===== config.mk =====
export PLATFORM = sky130hd
export DESIGN_NAME = ccpm_top
export DESIGN_NICKNAME = d
export VERILOG_FILES = /design/src/include/ccpm_pkg.sv /design/src/logic/ccpm_top.sv
export SDC_FILE = /design/constraint.sdc
export NUM_CORES = 1
export LEC_CHECK = 0
export BUFFER_PORTS_ARGS = -buffer_cell sky130_fd_sc_hd__buf_2
export CORE_MARGIN = 10
export CORE_UTILIZATION = 46
export CTS_CLUSTER_SIZE = 12
export DETAILED_ROUTE_END_ITERATION = 6
export HOLD_SLACK_MARGIN = 0.05
export PLACE_DENSITY = 0.76
export SLEW_MARGIN = 15
export SYNTH_ARGS = -nofsm -noshare
export SYNTH_HDL_FRONTEND = slang
export SYNTH_SLANG_ARGS = --single-unit

===== constraint.sdc =====
create_clock -name CLK_SYS -period 2.5 [get_ports CLK_SYS]
set_clock_uncertainty 0.15 [all_clocks]
set_input_delay 0.5 -clock CLK_SYS [delete_from_list [all_inputs] [get_ports CLK_SYS]]
set_output_delay 0.5 -clock CLK_SYS [all_outputs]
set_load 0.02 [all_outputs]

===== src/include/ccpm_pkg.sv =====
package ccpm_pkg;
	localparam logic [7:0] OFS_CTRL = 8'h00;
	localparam logic [7:0] OFS_CAPSEL = 8'h04;
	localparam logic [7:0] OFS_DUTY_LO = 8'h08;
	localparam logic [7:0] OFS_DUTY_HI = 8'h0C;
	localparam logic [7:0] OFS_FLAG = 8'h10;
	localparam logic [7:0] RST_CTRL = 8'h00;
	localparam logic [2:0] RST_CAPSEL = 3'h0;
	localparam logic [7:0] RST_DUTY = 8'h00;
	localparam int EN_BIT = 7;
	localparam int ZERO_BIT = 6;
	localparam int OUT_BIT = 5;
	localparam int FMT_BIT = 4;
	localparam logic [3:0] MODE_OFF = 4'h0;
	localparam logic [3:0] MODE_TGL_CLR = 4'h1;
	localparam logic [3:0] MODE_TGL = 4'h2;
	localparam logic [3:0] MODE_CAP_ANY = 4'h3;
	localparam logic [3:0] MODE_CAP_FALL = 4'h4;
	localparam logic [3:0] MODE_CAP_RISE = 4'h5;
	localparam logic [3:0] MODE_CAP_4 = 4'h6;
	localparam logic [3:0] MODE_CAP_16 = 4'h7;
	localparam logic [3:0] MODE_SET = 4'h8;
	localparam logic [3:0] MODE_CLR = 4'h9;
	localparam logic [3:0] MODE_PULSE = 4'hA;
	localparam logic [3:0] MODE_PULSE_CLR = 4'hB;
	localparam logic [3:0] MODE_PWM = 4'hF;
	localparam logic [3:0] PRE4_LAST = 4'h3;
	localparam logic [3:0] PRE16_LAST = 4'hF;
	localparam logic [1:0] RESP_OKAY = 2'h0;
	localparam logic [1:0] RESP_SLVERR = 2'h2;
endpackage


===== src/logic/ccpm_top.sv =====
`timescale 1ns/10ps
module ccpm_top import ccpm_pkg::*; #(
	parameter int ADDR_W = 8
) (
	// clock and reset
	input wire logic CLK_SYS,
	input wire logic RST_B,
	// axi4-lite slave
	input wire logic [ADDR_W-1:0] S_AWADDR,
	input wire logic S_AWVALID,
	output logic S_AWREADY,
	input wire logic [31:0] S_WDATA,
	input wire logic [3:0] S_WSTRB,
	input wire logic S_WVALID,
	output logic S_WREADY,
	output logic [1:0] S_BRESP,
	output logic S_BVALID,
	input wire logic S_BREADY,
	input wire logic [ADDR_W-1:0] S_ARADDR,
	input wire logic S_ARVALID,
	output logic S_ARREADY,
	output logic [31:0] S_RDATA,
	output logic [1:0] S_RRESP,
	output logic S_RVALID,
	input wire logic S_RREADY,
	// timers and system state
	input wire logic [7:0] PWM_TIMER_COUNT,
	input wire logic [7:0] PERIOD_LIMIT,
	input wire logic PWM_TIMER_INC,
	input wire logic PRESCALE_ONE,
	input wire logic [1:0] PRESCALE_BITS,
	input wire logic [15:0] COMPARE_TIMER,
	input wire logic SLEEP,
	input wire logic ADC_SOURCE_SEL,
	// capture sources, asynchronous
	input wire logic REMAPPED_INPUT_PIN,
	input wire logic COMPARATOR_ONE_OUTPUT,
	input wire logic COMPARATOR_TWO_OUTPUT,
	input wire logic PIN_CHANGE_EVENT,
	input wire logic [3:0] LOGIC_CELL_OUTPUT,
	// module outputs
	output logic MODULE_OUT,
	output logic MODULE_OUT_OE,
	output logic MODULE_INTERRUPT_FLAG,
	output logic ADC_TRIGGER,
	output logic COMPARE_TIMER_CLEAR
);
	logic [1:0] rst_sync_r;
	logic rst_n;
	logic [7:0] ctrl_r;
	logic [2:0] capsel_r;
	logic [7:0] duty_lo_r;
	logic [7:0] duty_hi_r;
	logic flag_r;
	logic [9:0] dbuf_r;
	logic out_r;
	logic oe_r;
	logic adc_r;
	logic tclr_r;
	logic pulse_r;
	logic match_d_r;
	logic set_d_r;
	logic [1:0] phase_r;
	logic [3:0] pre_r;
	logic [7:0] src_s1_r;
	logic [7:0] src_s2_r;
	logic src_prev_r;
	logic awr_r;
	logic bvalid_r;
	logic [1:0] bresp_r;
	logic arr_r;
	logic rvalid_r;
	logic [1:0] rresp_r;
	logic [31:0] rdata_r;

	// reset release through two flops
	always_ff @(posedge CLK_SYS or negedge RST_B) begin
		if (!RST_B) begin
			rst_sync_r <= 2'h0;
		end else begin
			rst_sync_r <= {rst_sync_r[0], 1'b1};
		end
	end
	assign rst_n = rst_sync_r[1];

	// capture sources are asynchronous, two flops before use
	always_ff @(posedge CLK_SYS or negedge rst_n) begin
		if (!rst_n) begin
			src_s1_r <= 8'h00;
			src_s2_r <= 8'h00;
		end else begin
			src_s1_r <= {LOGIC_CELL_OUTPUT, PIN_CHANGE_EVENT, COMPARATOR_TWO_OUTPUT,
				COMPARATOR_ONE_OUTPUT, REMAPPED_INPUT_PIN};
			src_s2_r <= src_s1_r;
		end
	end

	// control field decode
	wire en = ctrl_r[EN_BIT];
	wire fmt = ctrl_r[FMT_BIT];
	wire [3:0] mode = ctrl_r[3:0];
	wire act = en & ~SLEEP;
	wire is_pwm = mode == MODE_PWM;
	wire is_off = mode == MODE_OFF;
	wire is_cap = (mode >= MODE_CAP_ANY) && (mode <= MODE_CAP_16);
	wire is_cmp = (mode == MODE_TGL) || (mode == MODE_TGL_CLR) || ((mode >= MODE_SET) && (mode <= MODE_PULSE_CLR));

	// duty assembly: format only matters in pwm mode
	wire [9:0] duty_right = {duty_hi_r[1:0], duty_lo_r};
	wire [9:0] duty_left = {duty_hi_r, duty_lo_r[7:6]};
	wire [9:0] duty_val = fmt ? duty_left : duty_right;

	// 10-bit time base; phase counter tracks clocks between timer ticks
	wire [1:0] low2 = PRESCALE_ONE ? phase_r : PRESCALE_BITS;
	wire [9:0] tbase = {PWM_TIMER_COUNT, low2};
	wire [9:0] tlimit = {PERIOD_LIMIT, 2'h3};
	wire roll = act & is_pwm & PWM_TIMER_INC & (PWM_TIMER_COUNT == PERIOD_LIMIT);
	// a duty above the period never matches, so the pin is left alone
	wire pwm_clr = act & is_pwm & (tbase == dbuf_r) & (dbuf_r <= tlimit);

	// compare: act on the first cycle of a match only
	wire match = {duty_hi_r, duty_lo_r} == COMPARE_TIMER;
	wire cmp_hit = act & is_cmp & match & ~match_d_r;

	// capture source select and edge shaping
	wire src_sel = src_s2_r[capsel_r];
	wire rise = src_sel & ~src_prev_r;
	wire fall = ~src_sel & src_prev_r;
	wire pre_last = (mode == MODE_CAP_4) ? (pre_r == PRE4_LAST) : (pre_r == PRE16_LAST);
	wire cap_any = (mode == MODE_CAP_ANY) & (rise | fall);
	wire cap_fall = (mode == MODE_CAP_FALL) & fall;
	wire cap_rise = (mode == MODE_CAP_RISE) & rise;
	wire cap_pre = ((mode == MODE_CAP_4) | (mode == MODE_CAP_16)) & rise & pre_last;
	wire cap_hit = act & is_cap & (cap_any | cap_fall | cap_rise | cap_pre);

	// every mode's event feeds the flag and adc trigger
	wire event_hit = cap_hit | cmp_hit | roll;
	wire tclr_hit = cmp_hit & ((mode == MODE_PULSE_CLR) | (mode == MODE_TGL_CLR));

	// output level next value
	logic out_nxt;
	always_comb begin
		out_nxt = out_r;
		if (!en || is_off) begin
			out_nxt = 1'b0;
		end else if (SLEEP) begin
			out_nxt = out_r;
		end else if (is_pwm) begin
			// set lags the roll by one clock, as the clear does, so high time is exactly the duty
			if (set_d_r) begin
				out_nxt = dbuf_r != 10'h000;
			end else if (pwm_clr) begin
				out_nxt = 1'b0;
			end
		end else if (pulse_r) begin
			out_nxt = 1'b0;
		end else if (cmp_hit) begin
			case (mode)
				MODE_SET: out_nxt = 1'b1;
				MODE_CLR: out_nxt = 1'b0;
				MODE_PULSE, MODE_PULSE_CLR: out_nxt = 1'b1;
				MODE_TGL, MODE_TGL_CLR: out_nxt = ~out_r;
				default: out_nxt = out_r;
			endcase
		end
	end

	// core state; sleep freezes the waveform state, but oe_r still follows en and a disable still clears it
	always_ff @(posedge CLK_SYS or negedge rst_n) begin
		if (!rst_n) begin
			out_r <= 1'b0;
			oe_r <= 1'b0;
			dbuf_r <= 10'h000;
			set_d_r <= 1'b0;
			pulse_r <= 1'b0;
			match_d_r <= 1'b0;
			phase_r <= 2'h0;
			pre_r <= 4'h0;
			src_prev_r <= 1'b0;
			adc_r <= 1'b0;
			tclr_r <= 1'b0;
		end else begin
			out_r <= out_nxt;
			oe_r <= en;
			adc_r <= event_hit & ADC_SOURCE_SEL;
			tclr_r <= tclr_hit;
			if (!en || is_off) begin
				dbuf_r <= 10'h000;
				set_d_r <= 1'b0;
				pulse_r <= 1'b0;
				match_d_r <= 1'b0;
				phase_r <= 2'h0;
				pre_r <= 4'h0;
				src_prev_r <= src_sel;
			end else if (!SLEEP) begin
				if (roll) begin
					dbuf_r <= duty_val;
				end
				set_d_r <= roll;
				pulse_r <= cmp_hit & ((mode == MODE_PULSE) | (mode == MODE_PULSE_CLR));
				match_d_r <= match;
				phase_r <= PWM_TIMER_INC ? 2'h0 : phase_r + 2'h1;
				if (is_cap & rise & ((mode == MODE_CAP_4) | (mode == MODE_CAP_16))) begin
					pre_r <= pre_last ? 4'h0 : pre_r + 4'h1;
				end
				src_prev_r <= src_sel;
			end
		end
	end

	// axi decode
	wire aw_go = S_AWVALID & S_WVALID & ~awr_r & ~bvalid_r;
	wire ar_go = S_ARVALID & ~arr_r & ~rvalid_r;
	wire [7:0] waddr = 8'(S_AWADDR);
	wire [7:0] raddr = 8'(S_ARADDR);
	wire wr_lane = aw_go & S_WSTRB[0];
	wire wr_ctrl = wr_lane & (waddr == OFS_CTRL);
	wire wr_capsel = wr_lane & (waddr == OFS_CAPSEL);
	wire wr_lo = wr_lane & (waddr == OFS_DUTY_LO);
	wire wr_hi = wr_lane & (waddr == OFS_DUTY_HI);
	wire wr_flag = wr_lane & (waddr == OFS_FLAG);
	wire w_map = (waddr == OFS_CTRL) | (waddr == OFS_CAPSEL) | (waddr == OFS_DUTY_LO) |
		(waddr == OFS_DUTY_HI) | (waddr == OFS_FLAG);
	wire [7:0] ctrl_rd = {ctrl_r[7], 1'b0, out_r, ctrl_r[4:0]};
	wire r_map = (raddr == OFS_CTRL) | (raddr == OFS_CAPSEL) | (raddr == OFS_DUTY_LO) |
		(raddr == OFS_DUTY_HI) | (raddr == OFS_FLAG);
	wire [7:0] rd_byte = (raddr == OFS_CTRL) ? ctrl_rd :
		(raddr == OFS_CAPSEL) ? {5'h00, capsel_r} :
		(raddr == OFS_DUTY_LO) ? duty_lo_r :
		(raddr == OFS_DUTY_HI) ? duty_hi_r :
		(raddr == OFS_FLAG) ? {7'h00, flag_r} : 8'h00;

	// software registers; capture loads the duty pair and beats a write
	always_ff @(posedge CLK_SYS or negedge rst_n) begin
		if (!rst_n) begin
			ctrl_r <= RST_CTRL;
			capsel_r <= RST_CAPSEL;
			duty_lo_r <= RST_DUTY;
			duty_hi_r <= RST_DUTY;
			flag_r <= 1'b0;
		end else begin
			if (wr_ctrl) begin
				ctrl_r <= {S_WDATA[7], 1'b0, 1'b0, S_WDATA[4:0]};
			end
			if (wr_capsel) begin
				capsel_r <= S_WDATA[2:0];
			end
			if (cap_hit) begin
				duty_lo_r <= COMPARE_TIMER[7:0];
				duty_hi_r <= COMPARE_TIMER[15:8];
			end else begin
				if (wr_lo) begin
					duty_lo_r <= S_WDATA[7:0];
				end
				if (wr_hi) begin
					duty_hi_r <= S_WDATA[7:0];
				end
			end
			// a new event wins over a write-one clear
			if (event_hit) begin
				flag_r <= 1'b1;
			end else if (wr_flag & S_WDATA[0]) begin
				flag_r <= 1'b0;
			end
		end
	end

	// axi handshakes: one write and one read at a time
	always_ff @(posedge CLK_SYS or negedge rst_n) begin
		if (!rst_n) begin
			awr_r <= 1'b0;
			bvalid_r <= 1'b0;
			bresp_r <= RESP_OKAY;
			arr_r <= 1'b0;
			rvalid_r <= 1'b0;
			rresp_r <= RESP_OKAY;
			rdata_r <= 32'h0000_0000;
		end else begin
			awr_r <= aw_go;
			if (aw_go) begin
				bvalid_r <= 1'b1;
				bresp_r <= w_map ? RESP_OKAY : RESP_SLVERR;
			end else if (S_BREADY) begin
				bvalid_r <= 1'b0;
			end
			arr_r <= ar_go;
			if (ar_go) begin
				rvalid_r <= 1'b1;
				rresp_r <= r_map ? RESP_OKAY : RESP_SLVERR;
				rdata_r <= {24'h000000, rd_byte};
			end else if (S_RREADY) begin
				rvalid_r <= 1'b0;
			end
		end
	end

	assign S_AWREADY = awr_r;
	assign S_WREADY = awr_r;
	assign S_BVALID = bvalid_r;
	assign S_BRESP = bresp_r;
	assign S_ARREADY = arr_r;
	assign S_RVALID = rvalid_r;
	assign S_RRESP = rresp_r;
	assign S_RDATA = rdata_r;
	assign MODULE_OUT = out_r;
	assign MODULE_OUT_OE = oe_r;
	assign MODULE_INTERRUPT_FLAG = flag_r;
	assign ADC_TRIGGER = adc_r;
	assign COMPARE_TIMER_CLEAR = tclr_r;
endmodule


Yosys cells after proc, flatten, opt, wreduce, memory -nomap -nowiden
Cells that the tools add are included.
Word-level totals
  latch bits: 0
  memories: 0
  RAM bits: 0
  logic and storage cells: 194
  output and inout port bits: 46
  register bits: 84
  bits in read-only memories: 0
Cells by class
  bitwise operators: 61
  add/subtract/negate cells: 2
  shift-type cells: 0
  order comparisons: 6
  mux-type cells: 48
  reductions and logical operators: 24
  $mul: 0
  divide/modulo/power cells: 0
  equality and inequality tests: 27
Operator list (count)
  8-bit 2-to-1 mux: 8
  10-bit 2-to-1 mux: 4
  1-bit AND: 35
  8-bit by 4-bit == test with 1-bit output (second input constant): 4
  4-bit == test (second input constant): 6
  1-bit 2-to-1 mux: 24
  1-bit OR: 17
  16-bit == test: 1
  4-bit by 3-bit == test with 1-bit output (second input constant): 4
  8-bit by 3-bit == test with 1-bit output (second input constant): 2
  8-bit by 5-bit == test with 1-bit output (second input constant): 2
  8-bit logical NOT: 2
  4-bit 2-to-1 mux: 4
  2-bit nonzero test: 7
  4-bit by 2-bit == test with 1-bit output (second input constant): 3
  2-bit 2-to-1 mux: 6
  10-bit == test: 1
  10-bit less-or-equal comparator: 1
  10-bit nonzero test: 1
  1-bit inverter: 9
  8-bit == test: 1
  6-bit nonzero test: 1
  4-bit by 1-bit adder with 4-bit output (second input constant): 1
  4-bit by 1-bit == test with 1-bit output (second input constant): 1
  other kinds (19): 23

Longest topological paths before layout
  depth in word-level cells: 13
  gate-level depth with buffers: 11
  depth with buffers taken out: 9

Least setup slack after synthesis
No wires, ideal clock.
  kind: reg-to-reg
  from: reg capsel_r[0]
  to: reg duty_hi_r[7]
  clock period less this slack: 2.972 ns
  slack: -0.472 ns
  stages on the path, launching flop included: 12
  data arrival time: 2.697 ns
  cell sequence: dfrtp_1 > mux4_2 > mux2_2 > ha_1 > nor2_1 > nand2_1 > o21ai_0 > a32oi_1 > a2111o_1 > buf_4 > buf_6 > mux2_4
Between the ends
  word-level cells in the longest chain between the ends: 11
RTL lines
  from (decl): line ccpm_top.sv:51  | logic [2:0] capsel_r;
  from (signal assigned): line ccpm_top.sv:246  | capsel_r <= S_WDATA[2:0];
  1-bit binary-select mux with 3-bit select *: line ccpm_top.sv:126  | wire src_sel = src_s2_r[capsel_r];
  1-bit 2-to-1 mux (not written as such) *: line ccpm_top.sv:126
  named net src_sel: line ccpm_top.sv:126
  1-bit inverter: line ccpm_top.sv:128  | wire fall = ~src_sel & src_prev_r;
  1-bit AND: line ccpm_top.sv:128
  1-bit OR: line ccpm_top.sv:130  | wire cap_any = (mode == MODE_CAP_ANY) & (rise | fall);
  1-bit AND: line ccpm_top.sv:130
  1-bit OR (2 in series): line ccpm_top.sv:134  | wire cap_hit = act & is_cap & (cap_any | cap_fall | cap_rise | cap_pre);
  1-bit OR *: line ccpm_top.sv:134
  1-bit AND *: line ccpm_top.sv:134
  8-bit 2-to-1 mux or 2-bit nonzero test (tied branches)
  to (signal assigned): line ccpm_top.sv:250  | duty_hi_r <= COMPARE_TIMER[15:8];
  to (signal assigned): line ccpm_top.sv:256  | duty_hi_r <= S_WDATA[7:0];
  to (decl): line ccpm_top.sv:53  | logic [7:0] duty_hi_r;
The timed path passes the listed nets; every way through them passes the cells marked *. The select of a mux whose other input is x is not followed.
A chain may end at the register's enable or synchronous reset.

Final worst setup path
  from: reg capsel_r[0]
  to: reg duty_lo_r[6]
Between the ends
  word-level cells in the longest chain between the ends: 11
RTL lines
  1-bit binary-select mux with 3-bit select *: line ccpm_top.sv:126
  1-bit 2-to-1 mux (not written as such) *: line ccpm_top.sv:126
  named net src_sel: line ccpm_top.sv:126
  1-bit inverter: line ccpm_top.sv:128
  1-bit AND: line ccpm_top.sv:128
  1-bit OR: line ccpm_top.sv:130
  1-bit AND: line ccpm_top.sv:130
  1-bit OR (2 in series): line ccpm_top.sv:134
  1-bit OR *: line ccpm_top.sv:134
  1-bit AND *: line ccpm_top.sv:134
  8-bit 2-to-1 mux or 2-bit nonzero test (tied branches)
  to (signal assigned): line ccpm_top.sv:249  | duty_lo_r <= COMPARE_TIMER[7:0];
  to (signal assigned): line ccpm_top.sv:253  | duty_lo_r <= S_WDATA[7:0];
  to (decl): line ccpm_top.sv:52  | logic [7:0] duty_lo_r;
Marked as above.

==> impl_metrics.ini <==
[die]
die_w_um = 120
core-area_mm2 = 0.00977
die_height_um = 120
start_util_pct = 47.4
dieArea_mm2 = 0.0145
io_pins = 151
num_rows = 36

[critical_path]
crit_path_end_kind = flop
cp.required_ns = 2.60
cp_num_buf_inv = 1
start_kind = flop
path_delay_family = multiplexers
crit_fanout = 18
path_class = reg2reg
arrival_ns = 3.01
r2r-start = capsel_r[0]
worstSetupStartpoint = capsel_r[0]
slowest_delay_ns = 0.50
path_cells = mux4_2 > mux2_4 > ha_4 > nor2_2 > nand2_1 > o21ai_1 > a32oi_1 > a2111o_1 > buf_12 > mux2_4
cpMaxStageDelayCell = mux4_2
cp_common_cell = mux2_4

[clock_tree]
clock_latency_ns = 0.36
clockBufferDepth = 2
cts_tree = yes
path_clk_slew_ns = 0.09
root_buffer = clkbuf_8
ctsHtreeMaxLevel = 3
cts_made_buffers = 9
cts.sinks = 82

[synthesis]
ys_warn_count = 0
synth_cell_types = 49
netlist_area_mm2 = 0.00464
synth_seq_area_share_pct = 44.3
syn_inst = 438
async_flop_share_pct = 100
synth.avg_cell_area_um2 = 10.6
ys.flop_type = dfrtp_1
synth-edff-count = 0
ys_ff_latch = 82

[placed_design]
dp_cells = 667
io_buffers = 97
post_dp_cell_area_mm2 = 0.00528
gp_congestion = 0.847
dp_hpwl_um = 9080

[sta]
slew_headroom_pct = 58.0
finalCritPeriodShare_pct = 117
setup_violations = 18
rsz0062_at_grt = yes
setup_ws_ns = -0.415
tightest_slew_ns = 0.630
hold_viol_final = 0
max_freq_ghz = 0.343
setup_tns_ns = -6.71
post-route-min-period_ns = 2.92
slew_violations = 0

[drt]
via_per_inst = 5.35
routedWlPerCell_um = 16.9
drt_iter0_markers = 233
drt_pass1_iterations = 4
ant_nets = 0
drt-total-wl_um = 11600
num_vias = 3660
drc = 0

[finish]
drive_gt1_share_pct = 33.8
fill_cells = 856
nets = 662
area_growth_pct = 19.3
num_antenna_cells = 0
instances_no_fill = 684
postLayoutCoreUtil_pct = 56.6
fin_area_mm2 = 0.00553

[hold_path]
hp-class = in2reg
hold_start = REMAPPED_INPUT_PIN

[power_and_ir_drop]
p_total_mw = 2.84
power_density_mw_per_mm2 = 513
p_leak_nw = 2.75
vdd_drop_max_mv = 0.417

[global_routing]
grt_pass1_wl_um = 18800
track_usage_pct = 15.8
grt_pass1_vias = 3897
antenna_found_initial = 0
grt.overflow.total = 0
grt_max_degree = 49

[outcome]
violations = negative setup slack
status = finished, violations left

[flow_run]
cap_violations = 0
[cell usage after synthesis (all sizes together), types with 8 or more instances]
cell type / instances / area share, %
nand4: 9 / 1.2
buf: 29 / 4.8
nor3: 8 / 0.86
a21oi: 12 / 1.3
mux2: 45 / 12
nand2: 30 / 2.4
nor4: 9 / 1.2
mux2i: 18 / 3.9
nor2: 25 / 2.0
inv: 15 / 1.2
ha: 11 / 3.0
xor2: 22 / 4.2
xnor2: 13 / 2.5
nand3: 27 / 2.9
dfrtp: 82 / 44
clkbuf: 14 / 1.1
o21ai: 23 / 2.5
[sequential cells by signal (all words and copies together) (netlist names), 2 cells and up]
register and cells:
S_RDATA 8, capsel_r 3, ctrl_r 6, dbuf_r 10
duty_hi_r 8, duty_lo_r 8, phase_r 2, pre_r 4
rst_sync_r 2, src_s1_r 8, src_s2_r 8
[cell families (layout without fill, tap and decap cells)]
| group | after synthesis | count (layout) | synth area share (%) |
|---|---|---|---|
| AOI/OAI and AO/OA | 58 | 58 | 7.80 |
| xor gates and xnor gates | 35 | 35 | 6.61 |
| adders and majority gates | 11 | 11 | 2.97 |
| buffers and inverters | 59 | 147 | 7.21 |
| DFF | 82 | 82 | 44.3 |
| muxes | 67 | 67 | 17.4 |
| other | 2 | 27 | 0.162 |
| and+or+nand+nor | 124 | 124 | 13.6 |
[power by group]
part,leakage (nW),switching (mW),internal (mW)
clock network,0.117,0.537,0.584
logic,1.55,0.192,0.126
registers,1.08,0.0348,1.36
total,2.75,0.763,2.07
[worst reg2reg max path: cells and delay by family, from the launching register on]
family                   cells  cell delay (ns)
AND/OR/NAND/NOR              2             0.15
buffers and inverters        1             0.19
AO/OA/AOI/OAI                3             0.57
adder cells (fa/ha/maj)      1             0.22
multiplexers                 3             1.11
flip-flops                   1             0.41
[path summary, 6_finish.rpt]
check	endpoint	slack, ns	cells past startpoint
setup / recovery	duty_lo_r[6]	-0.42	10
hold / removal	src_s1_r[0]	0.09	1
setup reg to reg	duty_lo_r[6]	-0.42	10
hold reg to reg	src_s2_r[5]	0.20	0
max in group asynchronous	dbuf_r[5]	1.39	1
min in group asynchronous	S_BVALID	0.21	0
[per-layer routing]
layer  vias up  GRT usage, %  routed length (um)  part of all wire, %
met1      1792          19.1                4960                   43
met3        23          5.30                 824                  7.1
li1       1725             -                   -                    -
met4         0          5.43                 210                  1.8
met5         -             0                   0                    0
met2       120          25.8                5590                   48
[through the flow]
step	hold slack (ns)	setup slack, ns
floorplan	0.0544	-0.381
global placement	0.135	-0.394
detailed placement	0.137	-0.436
CTS	0.0787	-0.456
global route	0.0688	-0.499
finish	0.0898	-0.415
[final cells by class]
type / instances / area [um2] / share of cell area [%]
clock inverters: 7 / 106 / 1.92
well taps: 133 / 166 / 3.01
clock buffers: 9 / 124 / 2.24
inverters: 16 / 60.1 / 1.09
flip-flops and latches: 82 / 2060 / 37.2
multi-input cells: 322 / 2370 / 42.8
repair buffers: 115 / 648 / 11.7
[cell usage in the layout (no fill, tap or decap), types with 10 or more instances in the layout]
cell     count
mux2i_1     18
dfrtp_1     80
conb_1      27
nand2_1     30
nand3_1     27
nor2_1      24
buf_4       15
o21ai_0     21
inv_1       15
ha_1        10
a21oi_1     12
buf_2       97
xor2_1      22
xnor2_1     13
mux2_2      36
[what timing repair did]
item                                   4_1_cts  5_1_grt
setup endpoints to repair                   18       19
buffers inserted                             0        0
hold buffers                                 1        0
endpoints found under the hold margin        2        0
gates resized for setup                      1        2
No activity file was read; power rests on OpenSTA's default activity.
